==> src/rtl/fepc_cfg.svh <==
// Constants of the flash erase/program controller: register addresses,
// field positions, keys, op codes, region bounds and timing.
// Assumes inclusion by bare name from both ends, the checker and the bench.
`ifndef FEPC_CFG_SVH
`define FEPC_CFG_SVH

// Register addresses
`define FEPC_REG_STATUS 32'h4002_0000
`define FEPC_REG_OPSEL_A 32'h4002_0004
`define FEPC_REG_OPSEL_B 32'h4002_0008
`define FEPC_REG_ERASE_TYPE 32'h4002_000C
`define FEPC_REG_CHIP_TIM 32'h4002_0010
`define FEPC_REG_SECT_TIM 32'h4002_0014
`define FEPC_REG_PROG_TIM 32'h4002_001C
`define FEPC_REG_GUARD 32'h4002_0020
`define FEPC_REG_RANGE 32'h4002_0210
`define FEPC_REG_PAGE 20'h4_0020

// Field positions
`define FEPC_ST_DONE 0
`define FEPC_ST_VERR 2
`define FEPC_ET_VERIFY 4
`define FEPC_ET_CHIP 3
`define FEPC_ERASE_SEL 31
`define FEPC_PROG_SEL 15
`define FEPC_SETUP_SEL 31
`define FEPC_SETUP_LSB 16

// Keys and operation codes
`define FEPC_KEY_GUARD 7'h78
`define FEPC_KEY_RANGE 24'h5A_A5F1
`define FEPC_OP_ERASE_A 8'h55
`define FEPC_OP_ERASE_B 8'hAA
`define FEPC_OP_WRITE_A 8'hAA
`define FEPC_OP_WRITE_B 8'h55
`define FEPC_OP_READ 8'h00

// Flash regions
`define FEPC_CODE_END 32'h0007_FFFF
`define FEPC_DATA_BASE 32'h0050_1000
`define FEPC_DATA_END 32'h0050_5FFF

// Timing
`define FEPC_CLK_MHZ 10
`define FEPC_FETCH_MAX_MHZ 32
`define FEPC_T_CHIP_MS 20
`define FEPC_T_SECT_MS 4
`define FEPC_T_PROG_US 24
`define FEPC_T_SETUP_US 5
`define FEPC_CHIP_SHIFT 11
`define FEPC_SECT_SHIFT 8
`define FEPC_PROG_SHIFT 2

// Host-side command registers
`define FEPC_H_ADDR 32'h0000_0000
`define FEPC_H_WDATA 32'h0000_0004
`define FEPC_H_CTRL 32'h0000_0008
`define FEPC_H_STATUS 32'h0000_000C
`define FEPC_H_RDATA 32'h0000_0010
`define FEPC_H_SLEEP 32'h0000_0014
`define FEPC_RESP_OK 2'h0
`define FEPC_RESP_ERR 2'h2

`endif

==> src/rtl/fepc_pkg.sv <==
// Types shared by both ends of the flash erase/program controller.
// Assumes fepc_cfg.svh for all numeric constants.
package fepc_pkg;

  // Sequencer phase
  typedef enum logic [1:0] {ST_IDLE, ST_SETUP, ST_PULSE, ST_VERIFY} fepc_phase_e;

  // Operation kind
  typedef enum logic [1:0] {K_SECT, K_CHIP, K_PROG} fepc_kind_e;

  // Device-end state
  typedef struct packed {
    logic unlock;
    logic [7:0] opa;
    logic [7:0] opb;
    logic [1:0] etype;
    logic csel;
    logic [9:0] ccnt;
    logic esel;
    logic [9:0] ecnt;
    logic psel;
    logic [8:0] pcnt;
    logic ssel;
    logic [8:0] scnt;
    logic [3:0] rp;
    logic done;
    logic verr;
    fepc_phase_e ph;
    fepc_kind_e kind;
    logic verify;
    logic [21:0] cnt;
    logic [31:0] addr;
    logic [31:0] wdata;
    logic [1:0] wt;
    logic ack;
    logic [31:0] rdata;
    logic sleep_ok;
    logic fa_erase;
    logic fa_chip;
    logic fa_prog;
    logic fa_setup;
    logic fa_check;
  } fepc_dev_s;

  // Host-end state
  typedef struct packed {
    logic aw_have;
    logic [31:0] awaddr;
    logic w_have;
    logic [31:0] wdat;
    logic [3:0] wstrb;
    logic bvalid;
    logic [1:0] bresp;
    logic rvalid;
    logic [1:0] rresp;
    logic [31:0] rdat;
    logic [31:0] cmd_addr;
    logic [31:0] cmd_wdata;
    logic busy;
    logic done;
    logic [31:0] got;
    logic req;
    logic we;
    logic fetch;
    logic sleep_req;
  } fepc_host_s;

endpackage

==> src/rtl/fepc_if.sv <==
// Processor-side bus between the core end and the flash controller.
// Assumes one clock shared by both ends; the bench joins them.
`timescale 1ns/1ps
interface fepc_if;
  logic req;
  logic we;
  logic fetch;
  logic [31:0] addr;
  logic [31:0] wdata;
  logic [31:0] rdata;
  logic ack;
  logic sleep_req;
  logic sleep_ok;

  // Flash controller end
  modport dev (
    input req, we, fetch, addr, wdata, sleep_req,
    output rdata, ack, sleep_ok
  );

  // Processor end
  modport host (
    output req, we, fetch, addr, wdata, sleep_req,
    input rdata, ack, sleep_ok
  );
endinterface

==> src/rtl/fepc_dev.sv <==
// Flash erase/program controller: registers, protection, op sequencing.
// Assumes a single 10 MHz clock and a flash array answering verify
// errors combinationally while the check strobe is high.
//
// Functional notes
// (RULE1) Guard register: unlock bit 0, key 7:1
// (RULE2) Op-select writes only while unlocked
// (RULE3) Unlock bit changes only with key 78h
// (RULE4) Op pair 55/AA erase, AA/55 write
// (RULE5) Erase type bits 4:3 pick sector/verify/chip
// (RULE6) Chip erase: code region only, no verify
// (RULE7) Done flag W1C; blocks next operation
// (RULE8) Verify error flag set on check fail
// (RULE9) Timing select bit: hardware or software count
// (RULE10) Chip erase lasts count times 2048 clocks
// (RULE11) Sector erase lasts count times 256 clocks
// (RULE12) Word write lasts count times 4 clocks
// (RULE13) Setup lasts setup count clocks
// (RULE14) Range field writable only with key 5AA5F1
// (RULE15) Range code protects zero up to bound
// (RULE16) Software sector erase sequence
// (RULE17) Chip erase starts on code region write
// (RULE18) Word program takes next bus write
// (RULE19) One wait state above 32 MHz; code inserts one wait state at 32 MHz or below and two above
// (RULE20) Flash accesses stall during an operation
// (RULE21) Deep sleep waits for operation end
// (RULE22) Hardware timing advised at low clocks
// (RULE23) Protected or read-mode writes start nothing
`timescale 1ns/1ps
`include "fepc_cfg.svh"
module fepc_dev
  import fepc_pkg::*;
#(
  parameter int CLK_MHZ = `FEPC_CLK_MHZ,
  parameter int HW_CHIP_CYC = `FEPC_T_CHIP_MS * 1000 * `FEPC_CLK_MHZ,
  parameter int HW_SECT_CYC = `FEPC_T_SECT_MS * 1000 * `FEPC_CLK_MHZ
) (
  // Clock and reset
  input wire logic mclk_i,
  input wire logic arst_n_i,
  // Processor bus
  fepc_if.dev bus,
  // Flash array
  output logic fa_erase_o,
  output logic fa_chip_o,
  output logic fa_prog_o,
  output logic fa_setup_o,
  output logic fa_check_o,
  output logic [31:0] fa_addr_o,
  output logic [31:0] fa_wdata_o,
  input wire logic [31:0] fa_rdata_i,
  input wire logic fa_verr_i
);

  localparam int HW_PROG_CYC = `FEPC_T_PROG_US * `FEPC_CLK_MHZ;
  localparam int HW_SETUP_CYC = `FEPC_T_SETUP_US * `FEPC_CLK_MHZ;
  localparam logic [1:0] WAIT_N = (CLK_MHZ > `FEPC_FETCH_MAX_MHZ) ? 2'h2 : 2'h1;

  fepc_dev_s st_ff;
  fepc_dev_s nxt_st;

  // Top of the protected range, valid flag in bit 32
  function automatic logic [32:0] prot_bound(input logic [3:0] code);
    logic [32:0] b;
    b = '0;
    case (code)
      4'h1, 4'h2, 4'h3, 4'h4, 4'h5: b = {1'b1, (32'h0000_1000 << (code - 4'h1)) - 32'h0000_0001};
      4'h6: b = {1'b1, 32'h0001_FFFF};
      4'h7: b = {1'b1, 32'h0003_FFFF};
      4'h8: b = {1'b1, 32'h0005_FFFF};
      4'h9: b = {1'b1, 32'h0007_FFFF};
      default: b = '0;
    endcase
    return b;
  endfunction

  logic is_code;
  logic is_data;
  logic is_flash;
  logic is_reg;
  logic busy;
  logic [32:0] bound;
  logic mode_erase;
  logic mode_write;
  logic [31:0] reg_rd;

  // Address decode and mode
  assign is_code = bus.addr <= `FEPC_CODE_END;
  assign is_data = (bus.addr >= `FEPC_DATA_BASE) && (bus.addr <= `FEPC_DATA_END);
  assign is_flash = is_code || is_data;
  assign is_reg = bus.addr[31:12] == `FEPC_REG_PAGE;
  assign busy = st_ff.ph != ST_IDLE;
  assign bound = prot_bound(st_ff.rp); // RULE15
  assign mode_erase = (st_ff.opa == `FEPC_OP_ERASE_A) && (st_ff.opb == `FEPC_OP_ERASE_B); // RULE4
  assign mode_write = (st_ff.opa == `FEPC_OP_WRITE_A) && (st_ff.opb == `FEPC_OP_WRITE_B); // RULE4

  // Register read mux; unmapped reads zero
  always_comb begin
    case (bus.addr)
      `FEPC_REG_STATUS: reg_rd = 32'({st_ff.verr, 1'b0, st_ff.done});
      `FEPC_REG_OPSEL_A: reg_rd = 32'(st_ff.opa);
      `FEPC_REG_OPSEL_B: reg_rd = 32'(st_ff.opb);
      `FEPC_REG_ERASE_TYPE: reg_rd = 32'({st_ff.etype, 3'h0});
      `FEPC_REG_CHIP_TIM: reg_rd = {st_ff.csel, 31'(st_ff.ccnt)};
      `FEPC_REG_SECT_TIM: reg_rd = {st_ff.esel, 31'(st_ff.ecnt)};
      `FEPC_REG_PROG_TIM: reg_rd = {st_ff.ssel, 6'h00, st_ff.scnt, st_ff.psel, 6'h00, st_ff.pcnt};
      `FEPC_REG_GUARD: reg_rd = 32'(st_ff.unlock);
      `FEPC_REG_RANGE: reg_rd = 32'(st_ff.rp);
      default: reg_rd = '0;
    endcase
  end

  // Next state: bus slave, register writes, sequencer
  always_comb begin
    logic acc;
    logic prot;
    logic [21:0] dur;
    acc = 1'b0;
    prot = 1'b0;
    dur = '0;
    nxt_st = st_ff;
    nxt_st.ack = 1'b0;
    nxt_st.sleep_ok = 1'b0;
    acc = bus.req && !st_ff.ack;

    // Sequencer
    case (st_ff.ph)
      ST_SETUP: begin
        if (st_ff.cnt <= 22'h1) begin
          nxt_st.ph = ST_PULSE;
          dur = st_ff.psel ? {11'h000, st_ff.pcnt, 2'h0} : 22'(HW_PROG_CYC); // RULE9 RULE12
          nxt_st.cnt = dur;
        end else begin
          nxt_st.cnt = st_ff.cnt - 22'h1;
        end
      end
      ST_PULSE: begin
        if (st_ff.cnt <= 22'h1) begin
          if (st_ff.kind == K_SECT && st_ff.verify) begin
            nxt_st.ph = ST_VERIFY; // RULE5
          end else begin
            nxt_st.ph = ST_IDLE;
            nxt_st.done = 1'b1; // RULE7
          end
        end else begin
          nxt_st.cnt = st_ff.cnt - 22'h1;
        end
      end
      ST_VERIFY: begin
        nxt_st.ph = ST_IDLE;
        nxt_st.done = 1'b1; // RULE7
        if (fa_verr_i) begin
          nxt_st.verr = 1'b1; // RULE8
        end
      end
      default: nxt_st.ph = ST_IDLE;
    endcase

    // Bus access
    if (acc) begin
      if (is_flash && busy) begin
        nxt_st.wt = 2'h0; // RULE20
      end else if (is_flash && st_ff.wt < WAIT_N) begin
        nxt_st.wt = st_ff.wt + 2'h1; // RULE19
        nxt_st.addr = bus.addr;
      end else begin
        nxt_st.wt = 2'h0;
        nxt_st.ack = 1'b1;
        nxt_st.rdata = is_reg ? reg_rd : (is_flash ? fa_rdata_i : '0);
        if (bus.we && is_reg) begin
          case (bus.addr)
            `FEPC_REG_STATUS: begin
              // Hardware set above wins over this clear
              if (bus.wdata[`FEPC_ST_DONE] && !(nxt_st.done && !st_ff.done)) begin
                nxt_st.done = 1'b0; // RULE7
              end
              if (bus.wdata[`FEPC_ST_VERR] && !(nxt_st.verr && !st_ff.verr)) begin
                nxt_st.verr = 1'b0; // RULE8
              end
            end
            `FEPC_REG_OPSEL_A: if (st_ff.unlock) nxt_st.opa = bus.wdata[7:0]; // RULE2
            `FEPC_REG_OPSEL_B: if (st_ff.unlock) nxt_st.opb = bus.wdata[7:0]; // RULE2
            `FEPC_REG_ERASE_TYPE: begin
              nxt_st.etype = bus.wdata[`FEPC_ET_VERIFY:`FEPC_ET_CHIP]; // RULE5
            end
            `FEPC_REG_CHIP_TIM: begin
              nxt_st.csel = bus.wdata[`FEPC_ERASE_SEL];
              nxt_st.ccnt = bus.wdata[9:0];
            end
            `FEPC_REG_SECT_TIM: begin
              nxt_st.esel = bus.wdata[`FEPC_ERASE_SEL];
              nxt_st.ecnt = bus.wdata[9:0];
            end
            `FEPC_REG_PROG_TIM: begin
              nxt_st.psel = bus.wdata[`FEPC_PROG_SEL];
              nxt_st.pcnt = bus.wdata[8:0];
              nxt_st.ssel = bus.wdata[`FEPC_SETUP_SEL];
              nxt_st.scnt = bus.wdata[`FEPC_SETUP_LSB +: 9];
            end
            `FEPC_REG_GUARD: begin
              if (bus.wdata[7:1] == `FEPC_KEY_GUARD) begin
                nxt_st.unlock = bus.wdata[0]; // RULE1 RULE3
              end
            end
            `FEPC_REG_RANGE: begin
              if (bus.wdata[31:8] == `FEPC_KEY_RANGE) begin
                nxt_st.rp = bus.wdata[3:0]; // RULE14
              end
            end
            default: nxt_st.rp = st_ff.rp;
          endcase
        end else if (bus.we && is_flash && !st_ff.done) begin
          // Operation start; done must be clear first
          prot = is_code && bound[32] && (bus.addr <= bound[31:0]); // RULE15 RULE23
          nxt_st.wdata = bus.wdata;
          nxt_st.addr = bus.addr;
          if (mode_write && !prot) begin
            nxt_st.kind = K_PROG; // RULE18
            nxt_st.ph = ST_SETUP;
            dur = st_ff.ssel ? {13'h0000, st_ff.scnt} : 22'(HW_SETUP_CYC); // RULE9 RULE13
            nxt_st.cnt = dur;
          end else if (mode_erase && st_ff.etype == 2'h1 && is_code && !bound[32]) begin
            nxt_st.kind = K_CHIP; // RULE6 RULE17
            nxt_st.verify = 1'b0;
            nxt_st.ph = ST_PULSE;
            dur = st_ff.csel ? {st_ff.ccnt, 12'h000} >> 1 : 22'(HW_CHIP_CYC); // RULE10
            nxt_st.cnt = dur;
          end else if (mode_erase && !st_ff.etype[0] && !prot) begin
            nxt_st.kind = K_SECT; // RULE16
            nxt_st.verify = st_ff.etype[1];
            nxt_st.ph = ST_PULSE;
            dur = st_ff.esel ? {4'h0, st_ff.ecnt, 8'h00} : 22'(HW_SECT_CYC); // RULE11
            nxt_st.cnt = dur;
          end else begin
            nxt_st.kind = st_ff.kind; // RULE23
          end
        end
      end
    end else begin
      nxt_st.wt = 2'h0;
    end

    // Array strobes follow the next phase
    nxt_st.fa_setup = nxt_st.ph == ST_SETUP;
    nxt_st.fa_prog = nxt_st.ph == ST_PULSE && nxt_st.kind == K_PROG;
    nxt_st.fa_erase = nxt_st.ph == ST_PULSE && nxt_st.kind != K_PROG;
    nxt_st.fa_chip = nxt_st.ph == ST_PULSE && nxt_st.kind == K_CHIP; // RULE6
    nxt_st.fa_check = nxt_st.ph == ST_VERIFY;
    nxt_st.sleep_ok = bus.sleep_req && nxt_st.ph == ST_IDLE; // RULE21
  end

  // State register
  always_ff @(posedge mclk_i or negedge arst_n_i) begin
    if (!arst_n_i) begin
      st_ff <= '0;
    end else begin
      st_ff <= nxt_st;
    end
  end

  // Outputs
  assign bus.ack = st_ff.ack;
  assign bus.rdata = st_ff.rdata;
  assign bus.sleep_ok = st_ff.sleep_ok;
  assign fa_erase_o = st_ff.fa_erase;
  assign fa_chip_o = st_ff.fa_chip;
  assign fa_prog_o = st_ff.fa_prog;
  assign fa_setup_o = st_ff.fa_setup;
  assign fa_check_o = st_ff.fa_check;
  assign fa_addr_o = st_ff.addr;
  assign fa_wdata_o = st_ff.wdata;

endmodule // fepc_dev

==> src/flat_wrapper.sv <==
// flat-port wrapper written by rule: the top's interface ports become plain ports
module fepc_dev_flat import fepc_pkg::*;
#(
  parameter int CLK_MHZ = `FEPC_CLK_MHZ,
  parameter int HW_CHIP_CYC = `FEPC_T_CHIP_MS * 1000 * `FEPC_CLK_MHZ,
  parameter int HW_SECT_CYC = `FEPC_T_SECT_MS * 1000 * `FEPC_CLK_MHZ
)
  (mclk_i, arst_n_i, fa_erase_o, fa_chip_o, fa_prog_o, fa_setup_o, fa_check_o, fa_addr_o, fa_wdata_o, fa_rdata_i, fa_verr_i, bus_req, bus_we, bus_fetch, bus_addr, bus_wdata, bus_sleep_req, bus_rdata, bus_ack, bus_sleep_ok);
  fepc_if bus_i ();
  input wire logic mclk_i;
  input wire logic arst_n_i;
  output logic fa_erase_o;
  output logic fa_chip_o;
  output logic fa_prog_o;
  output logic fa_setup_o;
  output logic fa_check_o;
  output logic [31:0] fa_addr_o;
  output logic [31:0] fa_wdata_o;
  input wire logic [31:0] fa_rdata_i;
  input wire logic fa_verr_i;
  input wire logic [$bits(bus_i.req)-1:0] bus_req;
  input wire logic [$bits(bus_i.we)-1:0] bus_we;
  input wire logic [$bits(bus_i.fetch)-1:0] bus_fetch;
  input wire logic [$bits(bus_i.addr)-1:0] bus_addr;
  input wire logic [$bits(bus_i.wdata)-1:0] bus_wdata;
  input wire logic [$bits(bus_i.sleep_req)-1:0] bus_sleep_req;
  output wire logic [$bits(bus_i.rdata)-1:0] bus_rdata;
  output wire logic [$bits(bus_i.ack)-1:0] bus_ack;
  output wire logic [$bits(bus_i.sleep_ok)-1:0] bus_sleep_ok;
  assign bus_i.req = bus_req;
  assign bus_i.we = bus_we;
  assign bus_i.fetch = bus_fetch;
  assign bus_i.addr = bus_addr;
  assign bus_i.wdata = bus_wdata;
  assign bus_i.sleep_req = bus_sleep_req;
  assign bus_rdata = bus_i.rdata;
  assign bus_ack = bus_i.ack;
  assign bus_sleep_ok = bus_i.sleep_ok;
  fepc_dev #(.CLK_MHZ(CLK_MHZ), .HW_CHIP_CYC(HW_CHIP_CYC), .HW_SECT_CYC(HW_SECT_CYC)) u_core (.mclk_i(mclk_i), .arst_n_i(arst_n_i), .bus(bus_i), .fa_erase_o(fa_erase_o), .fa_chip_o(fa_chip_o), .fa_prog_o(fa_prog_o), .fa_setup_o(fa_setup_o), .fa_check_o(fa_check_o), .fa_addr_o(fa_addr_o), .fa_wdata_o(fa_wdata_o), .fa_rdata_i(fa_rdata_i), .fa_verr_i(fa_verr_i));
endmodule
==> config.mk <==
export PLATFORM = sky130hd
export DESIGN_NAME = fepc_dev_flat
export DESIGN_NICKNAME = d
export VERILOG_FILES = /design/src/rtl/fepc_pkg.sv /design/src/rtl/fepc_if.sv /design/src/rtl/fepc_dev.sv /design/src/flat_wrapper.sv
export VERILOG_INCLUDE_DIRS = /design/src /design/src/rtl
export SDC_FILE = /design/constraint.sdc
export NUM_CORES = 1
export LEC_CHECK = 0
export ABC_AREA = 1
export BUFFER_PORTS_ARGS = -buffer_cell sky130_fd_sc_hd__buf_2
export CAP_MARGIN = 20
export CELL_PAD_IN_SITES_DETAIL_PLACEMENT = 1
export CELL_PAD_IN_SITES_GLOBAL_PLACEMENT = 1
export CORE_MARGIN = 2
export CORE_UTILIZATION = 45
export CTS_CLUSTER_SIZE = 10
export DETAILED_ROUTE_END_ITERATION = 8
export PLACE_DENSITY = 0.86
export RECOVER_POWER = 100
export SETUP_SLACK_MARGIN = 0.15
export SLEW_MARGIN = 5
export SYNTH_ARGS = -nofsm -noshare
export SYNTH_HDL_FRONTEND = slang
export SYNTH_SLANG_ARGS = --single-unit
==> constraint.sdc <==
create_clock -name mclk_i -period 4.7 [get_ports mclk_i]
set_input_delay 0.47 -clock mclk_i [delete_from_list [all_inputs] [get_ports mclk_i]]
set_output_delay 0.47 -clock mclk_i [all_outputs]
set_load 0.01 [all_outputs]
### Word-level counts from Yosys, hierarchy flattened

Cells that the tools add are included.

* magnitude comparators: 6
* add/subtract/negate cells: 4
* muxes and demuxes: 44
* bitwise operators: 4
* shift operators: 1
* reductions and logical operators: 53
* equality and inequality tests: 36

Operator list (number)
* $eq 32x31->1 const B: 9
* $pmux 32 s9: 1
* $mux 93: 2
* $mux 91: 2
* $pmux 33 s5: 1
* $mux 32: 4
* $mux 33: 3
* $mux 22: 3
* $pmux 22 s2: 1
* $ge 32x23->1 const B: 1
* $le 32x19->1 const B: 1
* $le 32x23->1 const B: 1
* $le 32x32->1: 1
* $shl 13x4->32 const A: 1
* $sub 32x1->32 const B: 1
* $mux 29: 1
* $mux 27: 1
* $logic_and 1x1->1: 26
* $reduce_and 5->1: 5
* $eq 24x23->1 const B: 1
* $reduce_and 6->1: 4
* $mux 23: 1
* $le 22x1->1 const B: 1
* $sub 22x1->22 const B: 1
* 33 further kinds: 75

* register bits after elaboration: 199
* output and inout bits: 103

### Depth between registers and ports, before layout

Gate-level depths: netlist of run 1.

* word-level depth: 18
* depth in mapped cells: 29
* depth with buffers taken out: 28

### Worst setup path before layout of run 1

Ideal clock, no wire load.

* path type: flip-flop to flip-flop
* start point: register u_core.st_ff[134] in the netlist's numbering
* end point: register u_core.st_ff, in the netlist u_core.fa_erase_o
* cell stages (with the launch flop): 29
* path slack: 1567 ps
* arrival time: 3015 ps
* path buffers: 1
* setup time: 118 ps
* data required time: 4582 ps
* cells stage by stage: dfrtp_1 inv_1 nand3_1 ha_1 inv_1 nor2_1 inv_1 a311oi_1 nand2_1 inv_1 a21oi_1 ha_1 nand2_1 inv_1 nand2_1 nand2_1 nand2_1 nand3_1 a21oi_1 nand2_1 nand2_1 nand2_4 nand2_4 nand2_4 nand2_4 buf_12 nand2_4 a21oi_1 nor2_1

RTL lines
* from (decl): RTL line fepc_dev.sv:59 `fepc_dev_s st_ff;`
* from (signal assigned): RTL line fepc_dev.sv:257 `st_ff <= nxt_st;`

==> reports/metrics.csv, run 1 <==
stage;metric;value;unit
die;num_rows;59;
hold_path;hp-class;input port to flop;
global_route;grt_pass1_vias;11100;
die;start_util;45.5;%
worst_setup_path;worst_setup_path_end_kind;flop;
sta;final.setup.tns;0;ps
logic_synthesis;synth_area;11800;sq um
job;max_cap_violations;3;
drt;via_per_inst;5.43;
sta;worst_pin_slew;2920;ps
clock_tree;cts.clk_slew.worst_paths;100;ps
pwr;power;3.50;mW
placed_design;gp_congestion;0.886;
die;dieWidth;166;microns
global_route;grt_overflow;0;
sta;fmax;247;MHz
logic_synthesis;synth.distinct_cells;51;
drt;drc;0;
logic_synthesis;ys.flop_type;dfrtp_1;
sta;hold_violations;0;
clock_tree;cts_made_buffers;17;
global_route;grt_pass1_wl;58000;microns
worst_setup_path;crit_required;5050;ps
placed_design;hpwl;27500;microns
outcome;violations;max-capacitance violations, max-slew violations;
logic_synthesis;synth_area_leaders;dfrtp_1, nand2_1, o21ai_0, buf_4, inv_1;
drt;dr_total_vias;10800;
worst_setup_path;slowest_stage;dfrtp_1;
logic_synthesis;ys_ff_latch;199;
die;boundaryPins;206;
logic_synthesis;synthArstFlopShare;100;%
sta;rsz0062_at_grt;no;
logic_synthesis;synth.most_common_cell;nand2_1;
pwr;power_density;274;nW/um^2
clock_tree;clk_latency;460;ps
global_route;grt_max_degree;113;
logic_synthesis;synth-edff-count;0;
sta;relSlewSlack;-95.0;%
drt;first_iter_violations;850;
die;die_area;27400;sq um
sta;finalSetupViolations;0;
drt;drt-total-wl;37100;microns
worst_setup_path;max_stage_delay;460;ps
clock_tree;tritoncts;built;
logic_synthesis;synth_top_area_share;42.4;%
logic_synthesis;netlist_instances;1539;
worst_setup_path;crit_type;flop to flop;
worst_setup_path;worst_setup_path_start_kind;flop;
die;coreArea;25800;sq um
placed_design;portBuffers;204;
logic_synthesis;avgSynthCellArea;7.63;sq um
drt;ant_nets;0;
pwr;ir_drop;0.185;mV
pwr;p_leak;6.22;nW
sta;finalCritPeriodShare;86.3;%
sta;finClkSkew;17.0;ps
cells_and_area;final_layout_size_suffix_gt1_share;9.64;%
worst_setup_path;crit_fanout;7;
drt;wl_per_cell;18.7;microns
sta;slew_viol_final;213;
global_route;antenna_found_initial;2;
clock_tree;cts_setup_buffers;0;
worst_setup_path;crit_buf_inv;8;
clock_tree;cts-resized-gates;0;
clock_tree;cts_hold_buf;0;
cells_and_area;num-nets-final;1781;
worst_setup_path;cpMostUsedCell;nand2_1;
worst_setup_path;cp_top_family;simple AND/OR/NAND/NOR gates;
clock_tree;htreeDepth;4;
logic_synthesis;synth-seq-area-share;42.4;%
global_route;grtUsageTotal;27.1;%
clock_tree;clockBufferDepth;2;
logic_synthesis;synth_top_cell_by_area;dfrtp_1;
clock_tree;clkSinkCount;199;
outcome;outcome;finished with violations;
sta;fin_crit;4050;ps
logic_synthesis;synth_common_cells;nand2_1, dfrtp_1, inv_1;
logic_synthesis;synth_warnings;0;
worst_setup_path;worstPathArrival;4400;ps
die;die_h;166;microns
clock_tree;clock-root-buffer;clkbuf_16;
cells_and_area;synthToLayoutAreaGrowth;8.66;%
drt;dr.pass1.iters;5;
[report_power, final]
| part | switching [mW] | total [mW] | internal, mW | leakage [nW] |
|---|---|---|---|---|
| clock | 0.840 | 1.59 | 0.749 | 0.306 |
| combinational | 0.139 | 0.200 | 0.0613 | 3.27 |
| sequential | 0.00147 | 1.71 | 1.71 | 2.64 |
[cell usage in the layout (no fill, tap or decap), types with 8 or more instances in the layout]
cell type and count:
xor2_1 11, a22oi_1 9, ha_1 41, nand3_1 57, o211ai_1 13, clkbuf_16 17
o21ai_0 173, nor3_1 34, inv_1 189, clkbuf_1 110, nor4_1 8, nand2_1 405
a21oi_1 41, buf_2 98, o22ai_1 16, dfrtp_1 199, nor2_1 109, nand4_1 34
[worst register-to-register path: stages, from the launching register on]
cell	delay [ps]
dfrtp_1	460
inv_1	130
nand3_1	130
ha_1	160
inv_1	50
nor2_1	100
inv_1	90
a311oi_1	310
clkbuf_1	280
nand2_1	130
inv_1	100
a21oi_1	60
ha_1	280
nand2_1	40
inv_1	70
nand4_1	100
nor2_1	200
nand2_1	80
nand2_1	60
nand2_1	50
nand2_1	190
nand2_1	210
inv_1	220
nand2_1	70
o21ai_0	100
nand2_1	150
nand3_1	100
inv_1	40
[final timing paths]
kind / from / endpoint / slack (ps) / cells past startpoint
max: u_core.st_ff[134] / u_core.st_ff[122] / 650 / 27
min: bus_wdata[27] / u_core.fa_wdata_o[27] / 220 / 3
max reg2reg: u_core.st_ff[134] / u_core.st_ff[122] / 650 / 27
min reg2reg: u_core.st_ff[39] / u_core.st_ff[39] / 440 / 1
max in group asynchronous: arst_n_i / u_core.st_ff[106] / 1130 / 2
min in group asynchronous: arst_n_i / u_core.st_ff[182] / 940 / 1
[cells by family (layout without fill, tap and decap cells)]
group	after synthesis	after routing	synth area share (%)
buf+inv	334	439	14.2
simple gates	668	668	24.4
xor+xnor	11	11	0.820
compound gates	285	285	13.7
fa+ha+maj	41	41	4.37
flops	199	199	42.4
other cells	1	9	0.0319
[through the flow]
| step | instance area (sq um) | hold WS (ps) | setup WS (ps) | cells | util [%] |
|---|---|---|---|---|---|
| after floorplan | 11800 | 174 | 1570 | 1545 | - |
| after detailed placement | 12400 | 431 | 1040 | 1953 | 47.8 |
| after CTS | 13000 | 201 | 976 | 1985 | 50.3 |
| after global routing | 12800 | 246 | 359 | 1987 | 49.4 |
| after global placement | 12400 | 416 | 1200 | 1953 | 47.8 |
| final | 12800 | 219 | 646 | 1987 | 49.4 |
[area by class of cell]
| type | instances | area [sq um] |
|---|---|---|
| fillers | 3382 | 13100 |
| multi-input cells | 1012 | 5070 |
| flip-flops and latches | 199 | 4980 |
| repair buffers | 212 | 931 |
| inverters | 195 | 733 |
| clock buffers | 17 | 425 |
| well taps | 335 | 419 |
| clock inverters | 15 | 208 |
| diodes | 2 | 5.00 |
[state kept, by name, indices dropped and copies added, names as in the netlist]
signal               flops
u_core.bus.rdata        32
u_core.fa_wdata_o       32
u_core.fa_addr_o        32
u_core.fa_setup_o        1
u_core.fa_check_o        1
u_core.bus.ack           1
u_core.fa_chip_o         1
u_core.fa_erase_o        1
u_core.fa_prog_o         1
u_core.bus.sleep_ok      1
u_core.st_ff            96
[layer usage]
metal / vias to the layer above / routed length (microns) / track usage (%)
li1: 5107 / - / -
met1: 5345 / 16200 / 36.0
met2: 275 / 18400 / 46.2
met3: 71 / 1620 / 3.65
met4: 0 / 840 / 7.95
met5: - / 0 / 0
No activity file was read; power rests on OpenSTA's default activity.
==> inputs of run 2 (changes only) <==
==> constraint.sdc (replaced) <==
create_clock -name mclk_i -period 4.7 [get_ports mclk_i]
set_input_delay 0.94 -clock mclk_i [delete_from_list [all_inputs] [get_ports mclk_i]]
set_output_delay 0.94 -clock mclk_i [all_outputs]
set_load 0.01 [all_outputs]
==> run 2 against run 1 <==
The run still ends with max-capacitance violations, max-slew violations left. Via count grew 0.56%. Maximum frequency shrank 0.81%. Utilization is essentially flat. Clock skew grew 7.4 ps.
==> reports/metrics.csv, run 2 (synthesis gave the netlist of run 1 again) <==
stage;metric;value;unit;change
job;max_cap_violations;2;;was 3
die;start_util;45.5;%;unchanged
die;dieWidth;166;microns;unchanged
worst_setup_path;worstPathArrival;4460;ps;was 4400 ps
worst_setup_path;reg2regPathDepth;27;;unchanged
drt;wl_per_cell;18.8;microns;was 18.7 microns
clock_tree;cts_setup_buffers;0;;unchanged
clock_tree;cts_hold_buf;0;;unchanged
worst_setup_path;cpMostUsedCell;nand2_1;;unchanged
drt;dr.pass1.iters;6;;was 5
hold_path;hp-class;flop to flop;;was input port to flop
drt;ant_nets;0;;unchanged
hold_path;hp-start;u_core.st_ff[39];;was bus_wdata[27]
worst_setup_path;slowest_stage;nand2_1;;was dfrtp_1
worst_setup_path;crit_start;u_core.st_ff[136];;was u_core.st_ff[134]
worst_setup_path;reg2reg_from;u_core.st_ff[136];;was u_core.st_ff[134]
global_route;antenna_found_initial;1;;was 2
pwr;p_leak;6.22;nW;about the same
sta;rsz0062_at_grt;no;;unchanged
global_route;grtUsageTotal;27.5;%;was 27.1%
worst_setup_path;crit_type;flop to flop;;unchanged
cells_and_area;largest_reg_flops;96;;unchanged
worst_setup_path;r2r-end;u_core.st_ff[117];;was u_core.st_ff[122]
clock_tree;htreeDepth;4;;unchanged
worst_setup_path;worst_setup_path_start_kind;flop;;unchanged
die;boundaryPins;206;;unchanged
clock_tree;clockBufferDepth;2;;unchanged
cells_and_area;finalNonFillerCells;1989;;was 1987
die;num_rows;59;;unchanged
worst_setup_path;rrSetupSlack;610;ps;was 650 ps
die;die_area;27400;sq um;unchanged
placed_design;place_inst;1956;;was 1953
outcome;outcome;finished with violations;;unchanged
clock_tree;cts.clk_slew.worst_paths;80;ps;was 100 ps
global_route;grt_pass1_wl;58900;microns;was 58000 microns
cells_and_area;final_area;12800;sq um;about the same
sta;fin_ws;613;ps;was 646 ps
placed_design;hpwl;27200;microns;was 27500 microns
drt;drc;0;;unchanged
sta;slew_viol_final;147;;was 213
clock_tree;cts-resized-gates;0;;unchanged
global_route;grt_overflow;0;;unchanged
sta;fmax;245;MHz;was 247 MHz
clock_tree;clock-root-buffer;clkbuf_16;;unchanged
global_route;grt_pass1_vias;11100;;about the same
sta;finalSetupViolations;0;;unchanged
clock_tree;clk_latency;460;ps;about the same
die;coreArea;25800;sq um;unchanged
placed_design;portBuffers;204;;unchanged
clock_tree;cts_made_buffers;17;;unchanged
cells_and_area;num-nets-final;1784;;was 1781
worst_setup_path;max_stage_delay;510;ps;was 460 ps
drt;drt-total-wl;37300;microns;was 37100 microns
sta;worst_pin_slew;2860;ps;was 2920 ps
worst_setup_path;crit_fanout;17;;was 7
pwr;power_density;274;nW/um^2;about the same
sta;finClkSkew;24.5;ps;was 17.0 ps
cells_and_area;fillers;3423;;was 3382
cells_and_area;regMostFlops;u_core.st_ff;;unchanged
sta;hold_violations;0;;unchanged
cells_and_area;final_layout_size_suffix_gt1_share;9.38;%;was 9.64%
clock_tree;tritoncts;built;;unchanged
cells_and_area;synthToLayoutAreaGrowth;8.72;%;was 8.66%
drt;first_iter_violations;892;;was 850
sta;final.setup.tns;0;ps;unchanged
placed_design;gp_congestion;0.891;;was 0.886
cells_and_area;mostFrequentLayoutCell;nand2_1;;unchanged
placed_design;dpl_worst_slack;1010;ps;was 1040 ps
clock_tree;clkSinkCount;199;;unchanged
hold_path;min_to;u_core.st_ff[39];;was u_core.fa_wdata_o[27]
outcome;violations;max-capacitance violations, max-slew violations;;unchanged
pwr;ir_drop;0.187;mV;was 0.185 mV
sta;relSlewSlack;-90.4;%;was -95.0%
global_route;grt_max_degree;107;;was 113
drt;via_per_inst;5.46;;was 5.43
drt;dr_total_vias;10900;;was 10800
sta;whs;432;ps;was 219 ps
placed_design;dpl_cell_area;12400;sq um;about the same
cells_and_area;layout_common_cells;nand2_1, dfrtp_1, inv_1;;unchanged
sta;fin_crit;4090;ps;was 4050 ps
worst_setup_path;crit_required;5070;ps;was 5050 ps
hold_path;hold_depth;1;;was 3
die;die_h;166;microns;unchanged
worst_setup_path;worst_setup_path_end_kind;flop;;unchanged
sta;finalCritPeriodShare;87.0;%;was 86.3%
==> run 2: cell count changes in the layout (fill, tap and decap cells not counted), moves of 3 or more <==
cell	delta
nand2_1	+4
nand2_2	-4
buf_4	+3
clkinvlp_4	+3
==> run 2: area by class of cell <==
class                      count  area, sq um  area share, %
timing repair buffer         215          965           7.55
multi-input combinational   1012         5050           39.5
antenna                        1         2.50         0.0196
sequential                   199         4980           39.0
tap                          335          419           3.28
inverter                     195          733           5.74
clock inverter                15          201           1.58
clock buffer                  17          425           3.33
==> run 2: metrics by stage <==
stage          utilization, %  total power [mW]
6_report                 49.4              3.49
5_1_grt                  49.4              3.60
4_1_cts                  50.3              3.52
3_5_place_dp             47.9              1.96
3_3_place_gp             47.9              1.95
2_1_floorplan               -              1.83
==> run 2: metal layers <==
layer  track usage [%]  vias to the layer above  routed length, microns
met3              3.37                       67                    1490
met4              9.05                        0                     952
met2              46.4                      285                   18500
met5                 0                        -                       0
met1              36.9                     5383                   16400
li1                  -                     5123                       -
==> run 2: worst max path at each step <==
| stage | to | slack (ps) | depth (start not counted) |
|---|---|---|---|
| finish | u_core.st_ff[117] | 610 | 27 |
| global route | u_core.fa_addr_o[8] | 290 | 13 |
| CTS | u_core.st_ff[118] | 890 | 27 |
| detailed placement | u_core.st_ff[118] | 1010 | 27 |
| global placement | u_core.bus.rdata[18] | 1170 | 13 |
| floorplan | u_core.fa_erase_o | 1570 | 28 |
==> run 2: critical path: cells and delay by family (launching register included) <==
family,cells,cell delay (ps)
DFF,1,470
buffers and inverters,5,470
and+or+nand+nor,16,1940
AOI/OAI and AO/OA,4,630
adders and majority gates,2,490
==> run 2: power by group <==
part,switching (mW),internal (mW)
logic,0.140,0.0631
clock network,0.800,0.777
registers,0.00139,1.71
